--- src/shared/dcm_pkg.sv ---
// Shared constants and types for the machine clock generator
package dcm_pkg;

	// System clock period in picoseconds (125 MHz)
	localparam int CLK_PERIOD_PS = 8000;

	// Longest unlocked phase after a multiplier change, in ns
	localparam int LOCK_TIME_NS = 30000;
	// Least time rounds up to whole system cycles
	localparam int LOCK_CYCLES =
		(LOCK_TIME_NS * 1000 + CLK_PERIOD_PS - 1) / CLK_PERIOD_PS;
	// Width of the lock wait counter
	localparam int LOCK_W = 12;

	// Default width of the reference period counter
	localparam int PERIOD_W = 16;

	// Width of the multiplier field, in quarter steps
	localparam int MULT_W = 6;
	// Smallest legal multiplier: one, in quarter steps
	localparam logic [5:0] MULT_MIN_Q = 6'h04;

	// Ratio selection as held by the clock ratio select register
	typedef struct packed {
		logic pll_enable; // Multiply mode when set
		logic div_by_four; // Divide by four, else by two
		logic [5:0] mult_quarters; // Multiplier N times four
	} dcm_ratio_type;

	// Ratio after reset: loop bypassed, divide by two
	localparam dcm_ratio_type RATIO_RESET = '{
		pll_enable: 1'b0,
		div_by_four: 1'b0,
		mult_quarters: 6'h04
	};

	// Generator states, Gray coded along run, lock, switch
	typedef enum logic [1:0] {
		DCM_RUN = 2'h0,
		DCM_LOCK = 2'h1,
		DCM_SWITCH = 2'h3
	} dcm_state_type;

endpackage

--- src/hdl/dcm_clock_gen.sv ---
`timescale 1ns/100ps
// Functional notes
// - Output clock is reference scaled by selected ratio
// - Loop bypassed: divide reference by two or four
// - Loop on: multiply by N in quarter steps
// - Multiplier change: up to 30 us unlocked
// - In bypass a slow or stopped reference keeps state; multiply mode keeps running at the last period
module dcm_clock_gen
	import dcm_pkg::*;
#(
	parameter int PW = PERIOD_W
) (
	input wire logic clk_sys,
	input wire logic rst,
	input wire logic reference_clock_input,
	input wire dcm_ratio_type clock_ratio_select_register,
	output logic crystal_drive_pin,
	output logic machine_clock_output,
	output logic machine_clock_rise,
	output logic pll_locked
);

	// Reference edge and period from the meter
	logic ref_rise;
	logic [PW-1:0] ref_period;
	logic period_valid;

	// All state of the generator
	typedef struct packed {
		dcm_state_type state; // Ratio change sequencing
		dcm_ratio_type active; // Ratio now driving the clock
		dcm_ratio_type pending; // Ratio waiting to take over
		logic [LOCK_W-1:0] lock_cnt; // Cycles left in unlocked phase
		logic [PW+1:0] acc; // Multiply mode phase accumulator
		logic div_cnt; // Divide by four half step
		logic clk_out; // Machine clock level
		logic rise; // Machine clock rose this cycle
		logic locked; // Multiply mode is stable
		logic xtal; // Inverted reference for the crystal
	} dcm_gen_type;

	dcm_gen_type s;
	dcm_gen_type next_s;

	// Multiplier in quarter steps, forced to at least one
	logic [MULT_W-1:0] mult_q;
	// Accumulator after this cycle's step
	logic [PW+1:0] acc_sum;
	// Accumulator left after a level change
	logic [PW+1:0] acc_rem;
	// Half reference period scaled by four: twice the period
	logic [PW+1:0] half_scaled;
	// Output clock should change level this cycle
	logic toggle;

	// Reference edge detection and period measurement
	dcm_ref_meter #(
		.PW(PW)
	) u_meter (
		.clk_sys(clk_sys),
		.rst(rst),
		.reference_clock_input(reference_clock_input),
		.ref_rise(ref_rise),
		.ref_period(ref_period),
		.period_valid(period_valid)
	);

	// Multiplier clamp and accumulator arithmetic
	always_comb begin
		// Values below one count as one
		if (s.active.mult_quarters < MULT_MIN_Q) begin
			mult_q = MULT_MIN_Q;
		end else begin
			mult_q = s.active.mult_quarters;
		end
		// One step of N quarters per system cycle
		acc_sum = s.acc + {{(PW-4){1'b0}}, mult_q};
		half_scaled = {1'b0, ref_period, 1'b0};
		acc_rem = acc_sum - half_scaled;
	end

	// Decide whether the machine clock changes level
	always_comb begin
		// Default: hold the level, as a stopped reference needs
		toggle = 1'b0;
		if (!s.active.pll_enable) begin
			// Bypass: follow reference edges only
			if (ref_rise) begin
				if (s.active.div_by_four) begin
					// Every second edge: four reference periods
					toggle = s.div_cnt;
				end else begin
					// Every edge: two reference periods
					toggle = 1'b1;
				end
			end
		end else if (period_valid) begin
			// Multiply: N output periods per reference period
			toggle = (acc_sum >= half_scaled);
		end else begin
			// No period measured yet: level holds
			toggle = 1'b0;
		end
	end

	// Next state of the generator
	always_comb begin
		// Pulses and crystal drive are rebuilt each cycle
		next_s = s;
		next_s.rise = 1'b0;
		next_s.xtal = ~reference_clock_input;

		// Divide by four counts reference edges
		if (!s.active.pll_enable && ref_rise) begin
			// Cleared at each switch so a new ratio starts clean
			next_s.div_cnt = ~s.div_cnt;
		end

		// Accumulator only runs on a measured period
		if (s.active.pll_enable && period_valid) begin
			if (toggle && acc_rem >= half_scaled) begin
				// Faster than half the system rate: cap, no runaway
				next_s.acc = half_scaled;
			end else if (toggle) begin
				// Keep the remainder so fractional N averages out
				next_s.acc = acc_rem;
			end else begin
				// Still climbing towards the half period
				next_s.acc = acc_sum;
			end
		end

		// Output level; in bypass a stopped reference simply holds it
		if (toggle) begin
			// A change from low raises the one-cycle pulse
			next_s.clk_out = ~s.clk_out;
			next_s.rise = ~s.clk_out;
		end

		// Sequencing of ratio changes
		case (s.state)
			DCM_RUN: begin
				// New selection seen: old clock keeps running
				if (clock_ratio_select_register != s.active) begin
					next_s.pending = clock_ratio_select_register;
					if (clock_ratio_select_register.pll_enable) begin
						// Loop needs its unlocked phase
						next_s.lock_cnt = LOCK_W'(LOCK_CYCLES - 1);
						next_s.state = DCM_LOCK;
					end else begin
						// Bypass target: no lock wait
						next_s.state = DCM_SWITCH;
					end
				end else begin
					// Selection matches: keep running
					next_s.state = DCM_RUN;
				end
			end
			DCM_LOCK: begin
				if (clock_ratio_select_register != s.pending) begin
					// Selection moved again: start over
					next_s.state = DCM_RUN;
				end else if (s.lock_cnt == '0) begin
					next_s.state = DCM_SWITCH;
				end else begin
					// Old clock keeps driving meanwhile
					next_s.lock_cnt = s.lock_cnt - LOCK_W'(1);
				end
			end
			DCM_SWITCH: begin
				if (clock_ratio_select_register != s.pending) begin
					// Selection moved again: start over
					next_s.state = DCM_RUN;
				end else if (!s.clk_out) begin
					// Switch only in the low phase, holding it low
					next_s.active = s.pending;
					next_s.acc = '0;
					next_s.div_cnt = 1'b0;
					next_s.clk_out = 1'b0;
					next_s.rise = 1'b0;
					next_s.locked = s.pending.pll_enable;
					next_s.state = DCM_RUN;
				end else begin
					// High phase: wait, never cut it short
					next_s.state = DCM_SWITCH;
				end
			end
			default: begin
				// Unused code: back to normal running
				next_s.state = DCM_RUN;
			end
		endcase
	end

	// State register
	always_ff @(posedge clk_sys) begin
		// Reset: bypass divide by two, clock low
		if (rst) begin
			s.state <= DCM_RUN;
			s.active <= RATIO_RESET;
			s.pending <= RATIO_RESET;
			s.lock_cnt <= '0;
			s.acc <= '0;
			s.div_cnt <= 1'b0;
			s.clk_out <= 1'b0;
			s.rise <= 1'b0;
			s.locked <= 1'b0;
			s.xtal <= 1'b0;
		end else begin
			s <= next_s;
		end
	end

	// Outputs straight from state
	assign crystal_drive_pin = s.xtal;
	assign machine_clock_output = s.clk_out;
	assign machine_clock_rise = s.rise;
	// Locked only while the multiplied clock drives
	assign pll_locked = s.locked & s.active.pll_enable;

endmodule

--- src/hdl/dcm_ref_meter.sv ---
`timescale 1ns/100ps
// Finds reference edges and measures the reference period
module dcm_ref_meter
	import dcm_pkg::*;
#(
	parameter int PW = PERIOD_W
) (
	input wire logic clk_sys,
	input wire logic rst,
	input wire logic reference_clock_input,
	output logic ref_rise,
	output logic [PW-1:0] ref_period,
	output logic period_valid
);

	// All state of the meter
	typedef struct packed {
		logic ref_prev; // Reference level one cycle ago
		logic seen_edge; // A first rising edge has passed
		logic [PW-1:0] count; // Cycles since the last rising edge
		logic [PW-1:0] period; // Last complete period
		logic valid; // Period holds a measurement
		logic rise; // Rising edge found this cycle
	} dcm_meter_type;

	dcm_meter_type s;
	dcm_meter_type next_s;

	// Edge detection and period counting
	always_comb begin
		next_s = s;
		next_s.ref_prev = reference_clock_input;
		next_s.rise = reference_clock_input & ~s.ref_prev;
		if (next_s.rise) begin
			// Period ends on each rising edge after the first
			if (s.seen_edge) begin
				next_s.period = s.count;
				next_s.valid = 1'b1;
			end
			next_s.seen_edge = 1'b1;
			next_s.count = {{(PW-1){1'b0}}, 1'b1};
		end else if (s.count != {PW{1'b1}}) begin
			// Saturate so a stopped reference keeps its last period
			next_s.count = s.count + {{(PW-1){1'b0}}, 1'b1};
		end
	end

	// State register
	always_ff @(posedge clk_sys) begin
		if (rst) begin
			// Track the pin level so release brings no false edge
			s <= '{ref_prev: reference_clock_input, default: '0};
		end else begin
			s <= next_s;
		end
	end

	assign ref_rise = s.rise;
	assign ref_period = s.period;
	assign period_valid = s.valid;

endmodule

--- config.mk ---
export PLATFORM = sky130hd
export DESIGN_NAME = dcm_clock_gen
export DESIGN_NICKNAME = d
export VERILOG_FILES = /design/src/shared/dcm_pkg.sv /design/src/hdl/dcm_clock_gen.sv /design/src/hdl/dcm_ref_meter.sv
export SDC_FILE = /design/constraint.sdc
export NUM_CORES = 1
export LEC_CHECK = 0
export BUFFER_PORTS_ARGS = -buffer_cell sky130_fd_sc_hd__buf_2
export CAP_MARGIN = 20
export CORE_AREA = 2 2 115 117
export DETAILED_ROUTE_END_ITERATION = 10
export DIE_AREA = 0 0 117 119
export PLACE_DENSITY_LB_ADDON = 0.1
export SYNTH_ARGS = -nofsm -noshare
export SYNTH_HDL_FRONTEND = slang
export SYNTH_SLANG_ARGS = --single-unit
--- constraint.sdc ---
create_clock -name clk_sys -period 6.5 [get_ports clk_sys]
set_input_delay 1.3 -clock clk_sys [delete_from_list [all_inputs] [get_ports clk_sys]]
set_output_delay 1.3 -clock clk_sys [all_outputs]
set_load 0.01 [all_outputs]
## After elaboration in Yosys (flattened, before gate mapping)

Index checks and enable logic that the tools add are counted.
Widths: inputs -> output; s select.

- Shift operators: 0
- Mux-type cells: 27
- Order comparisons: 3
- Eq/ne operators: 10
- Multiply operators: 0
- Bitwise gates (word level): 6
- Div/mod/pow operators: 0
- Add/sub/neg operators: 4
- Reductions and logical operators: 13

Operators by type and width:

| operator | count |
|---|---|
| $mux 22 | 3 |
| $mux 18 | 3 |
| $mux 12 | 4 |
| $ge 18x17->1 | 2 |
| $mux 16 | 2 |
| $pmux 12 s2 | 1 |
| $add 18x6->18 | 1 |
| $sub 18x17->18 | 1 |
| $add 16x1->16 const B | 1 |
| $ne 16x16->1 const B | 1 |
| $ne 8x8->1 | 2 |
| $mux 2 | 7 |
| $logic_not 12->1 | 1 |
| $sub 12x1->12 const B | 1 |
| $ne 2x2->1 const B | 4 |
| $lt 6x3->1 const B | 1 |
| $mux 6 | 1 |
| $pmux 2 s3 | 1 |
| $mux 1 | 5 |
| $not 1->1 | 5 |
| $reduce_and 5->1 | 1 |
| $reduce_and 2->1 | 2 |
| $reduce_bool 2->1 | 2 |
| $logic_and 1x1->1 | 3 |
| 8 further kinds | 8 |

- Logic and storage cells: 83
- Bits in read-only memories: 0
- Memories kept: 0
- Register bits after elaboration: 88
- Bits in writable memories: 0
- Bits in latches: 0

## Longest topological paths before layout

- Depth in word-level cells: 12
- Depth in mapped cells: 29
- Mapped depth without buffers: 27

## Cells and area by module

A second synthesis with hierarchy kept.

- Cell total of the unflattened synthesis: 736
- Area, all modules: 5,931.9 µm²

Modules (own cells, without submodules):

| module | area each (µm²) | cells an instance | times used |
|---|---|---|---|
| dcm_clock_gen | 4,321.6 | 544 | 1 |
| dcm_ref_meter | 1,610.3 | 192 | 1 |

## Least setup slack after synthesis

No wires, ideal clock.

- Path type: reg-to-reg
- Start point: register s[48] (netlist bit)
- End point: register s[13] (netlist bit)
- Data arrival time: 5.742 ns
- Cell stages (with the launch flop): 28
- Path buffers: 1
- Slack: 0.636 ns
- Required time: 6.378 ns
- Clock period less this slack: 5.864 ns
- Cell sequence: dfxtp_1 > nor4_1 > nor2b_1 > ha_1 > fa_1 > a21o_1 > a21oi_1 > nor2b_1 > o21a_1 > nor2_1 > xnor2_1 > ha_1 > or4_1 > o21ai_0 > a31o_2 > o21bai_1 > a21oi_1 > xnor2_1 > ha_1 > a21o_1 > a21oi_1 > o21ai_0 > a211o_1 > o22ai_1 > and2_1 > buf_6 > mux2_1 > a221o_1

- Word-level cells in the longest chain between the ends: 12

RTL lines:

| element | RTL line | RTL |
|---|---|---|
| from (decl) | dcm_clock_gen.sv:42 | `dcm_gen_type s;` |
| from (signal assigned) | dcm_clock_gen.sv:210 | `s <= next_s;` |
| $lt 6x3->1 | dcm_clock_gen.sv:71 | `if (s.active.mult_quarters < MULT_MIN_Q) begin` |
| $mux 6 (*) | dcm_clock_gen.sv:71 |  |
| $add 18x6->18 (*) | dcm_clock_gen.sv:77 | `acc_sum = s.acc + {{(PW-4){1'b0}}, mult_q};` |
| parallel branches: the longest is 4 deep, another holds $sub 18x17->18 | - |  |
| $mux 18 (*) | dcm_clock_gen.sv:121 | `if (toggle && acc_rem >= half_scaled) begin` |
| $mux 18 (*) | dcm_clock_gen.sv:120 | `if (s.active.pll_enable && period_valid) begin` |
| $mux 22 | dcm_clock_gen.sv:174 | `end else if (!s.clk_out) begin` |
| $mux 22 | dcm_clock_gen.sv:171 | `if (clock_ratio_select_register != s.pending) begin` |
| $mux 22 (*) | dcm_clock_gen.sv:141 | `case (s.state)` |

Mark *: on every way between the ends.
A chain may end at the register's enable or synchronous reset.

## Worst setup path in the final report

- Start point: register s[47] (netlist bit)
- End point: register s[14] (netlist bit)

Same word-level chain as after synthesis.

==> flow_metrics.py <==
metrics = {
    "critical_path": {
        "critPathSlowestCell": "or4_1",
        "required_ns": 6.74,
        "cp_top_family": "compound AO/OA/AOI/OAI gates",
        "crit_buf_inv": 0,
        "rr_endpoint": "s[14]",
        "start_kind": "flip-flop",
        "path_class": "reg2reg",
        "path_max_fanout": 5,
        "slowest_delay_ns": 0.52,
        "r2r_slack_ns": 0.34,
        "rr_worst_depth": 26,
        "end_kind": "flip-flop",
        "r2r_start": "s[47]",
        "critPathArrivalTime_ns": 6.40,
    },
    "grt": {
        "grt_max_degree": 53,
        "first_global_vias": 4653,
        "grt_pass1_wl_um": 23100,
        "grt_usage_pct": 21.0,
        "antenna_found_initial": 0,
        "overflow": 0,
    },
    "final_layout": {
        "layout_commonest_cell": "dfxtp_1",
        "final_area_um2": 6220,
        "regArea_um2": 1760,
        "fin_cells": 885,
        "fillCellCount": 1290,
        "final_cell_mix": "dfxtp_1, nand2_1, a21oi_1",
        "nNetsFinal": 759,
        "syn2layout_area_growth_pct": 10.2,
        "drive_gt1_share_pct": 8.32,
        "post-route-util_pct": 48.3,
        "multi_input_area_um2": 3670,
        "n_antenna_cell": 0,
    },
    "clock_tree": {
        "hold_buffers": 0,
        "clk_latency_ns": 0.35,
        "clock-sinks": 88,
        "htree_levels": 3,
        "tritoncts": "yes",
        "cts.clk_slew.worst_paths_ns": 0.07,
        "clk_path_buf_depth": 2,
        "root_buffer": "clkbuf_16",
        "numCtsBuffers": 9,
    },
    "die": {
        "chipHeight_um": 119,
        "num_rows": 42,
        "fp.dieW_um": 117,
        "core_region_area_um2": 12900,
        "initial_core_util_pct": 43.8,
        "die_area_um2": 13900,
        "io_pins": 15,
    },
    "pwr": {
        "power_mw": 1.27,
        "power.leakage_nw": 2.36,
        "ir_drop_uv": 175,
        "power_density_nw_per_um2": 205,
    },
    "detailed_routing": {
        "drc": 0,
        "wl_per_cell_um": 15.5,
        "antenna_left": 0,
        "drt-initial-drc-count": 395,
        "wl_um": 13700,
        "drt_first_pass_iters": 5,
        "vias": 4858,
        "vias_per_cell": 5.49,
    },
    "sta": {
        "fmax_mhz": 162,
        "min_period_ns": 6.16,
        "post-route-period-util_pct": 94.8,
        "hold_viol_final": 0,
        "rsz0062_at_grt": "false",
        "fin_skew_ns": 0.00633,
        "setup_tns_ns": 0,
        "tightest_slew_ns": 0.979,
        "setup_viol": 0,
        "slew_viol_final": 0,
        "slew_headroom_pct": 34.1,
    },
    "yosys": {
        "syn_avg_cell_area_um2": 8.12,
        "ys_ff_latch": 88,
        "synth_nets": 750,
        "synthesis.area_um2": 5640,
        "synth_edf_count": 0,
        "async_flop_share_pct": 0,
        "yosysWarnings": 0,
        "netlist_instances": 695,
        "synthFlopType": "dfxtp_1",
        "ys_types": 67,
        "synth-seq-area-share_pct": 31.2,
    },
    "outcome": {
        "run_status": "finished clean",
    },
    "flow_run": {
        "maxCapViolations": 0,
    },
    "placed_design": {
        "place_inst": 866,
        "dp_hpwl_um": 10700,
        "numPortBuffers": 14,
        "placed_area_um2": 5890,
        "place.gp.congestion": 0.864,
    },
    "hold_path": {
        "hold_path_depth": 2,
        "hp-start": "u_meter.ref_period[3]",
        "hold_path_class": "reg2reg",
        "min_to": "u_meter.ref_period[3]",
    },
}
==> stage by stage <==
step / hold WS, ns / setup WS (ns)
after floorplan: 0.436 / 0.636
after CTS: 0.459 / 0.195
after global routing: 0.475 / 0.0262
final: 0.458 / 0.339
after global placement: 0.446 / 0.337
after detailed placement: 0.450 / 0.232
==> cell usage after synthesis, drive strengths merged (8+ instances only) <==
library cell | count | share of area [%]
dfxtp | 88 | 31
nand2 | 79 | 5.3
a21oi | 71 | 6.3
nor2 | 65 | 4.3
ha | 42 | 9.3
xnor2 | 42 | 6.5
inv | 32 | 2.1
o21ai | 26 | 2.3
xor2 | 24 | 3.9
clkbuf | 21 | 1.4
mux2i | 17 | 3.0
and2 | 14 | 1.6
nand3 | 14 | 1.2
nand4 | 14 | 1.6
nor3 | 11 | 0.98
a211oi | 10 | 1.3
or3 | 10 | 1.1
nor2b | 9 | 1.0
o21a | 8 | 1.1
==> worst max path at each step <==
stage,depth (start not counted),start,end
2_1_floorplan,27,s[48],s[13]
3_3_place_gp,26,s[48],s[14]
3_5_place_dp,26,s[48],s[14]
4_1_cts,26,s[48],s[14]
5_1_grt,26,s[47],s[14]
6_report,26,s[47],s[14]
==> state kept, by name, indices dropped and copies added, names as in the netlist <==
register              flops
crystal_drive_pin         1
u_meter.s                18
machine_clock_rise        1
u_meter.ref_period       16
u_meter.period_valid      1
s                        49
u_meter.ref_rise          1
machine_clock_output      1
==> cell type report <==
class / count / share of cell area [%]
clock buffers: 9 / 3.62
clock inverters: 7 / 1.15
inverters: 32 / 1.93
multi-input cells: 548 / 59.0
flip-flops and latches: 88 / 28.3
well taps: 176 / 3.54
repair buffers: 25 / 2.45
==> power by group <==
group	internal [mW]	switching, mW	total, mW
clock	0.271	0.239	0.510
sequential	0.558	0.0184	0.576
combinational	0.0791	0.109	0.188
total	0.908	0.367	1.27
==> per-layer routing <==
layer	wire [um]	track usage (%)	up-vias
met5	0	0	-
met4	280	6.47	0
met1	6890	30.3	2260
met2	5970	30.4	98
met3	588	5.29	23
li1	-	-	2477
==> logic make-up (layout without fill, tap and decap cells) <==
group                    Yosys count  count (layout)  synth area share, %
adder cells (fa/ha/maj)           44              44                 10.0
AO/OA/AOI/OAI                    171             171                 19.5
flip-flops                        88              88                 31.2
AND/OR/NAND/NOR                  248             248                 21.3
buffers and inverters             59              73                 4.15
XOR/XNOR                          66              66                 10.4
multiplexers                      19              19                 3.42
==> worst register-to-register path, cell delays in order (launching register included) <==
cell and delay, ns:
dfxtp_1 0.37, nor4_2 0.32, nor2b_1 0.09, ha_1 0.23
fa_1 0.42, a21o_1 0.19, a21oi_1 0.22, nor2b_1 0.10
o21a_1 0.18, nor2_2 0.17, xnor2_1 0.16, ha_1 0.31
or4_1 0.52, o21ai_0 0.08, a31o_2 0.17, o21bai_1 0.07
a21oi_1 0.17, xnor2_1 0.18, ha_1 0.29, a21o_1 0.18
a21oi_1 0.13, o21ai_0 0.09, a211o_1 0.29, o22ai_1 0.19
and2_2 0.23, mux2_1 0.34, a221o_1 0.32
==> repair_timing <==
| action | CTS | global route |
|---|---|---|
| setup endpoints to repair | 0 | 8 |
| resized for setup | 0 | 3 |
| buffers inserted | 0 | 3 |
No activity file was read; power rests on OpenSTA's default activity.
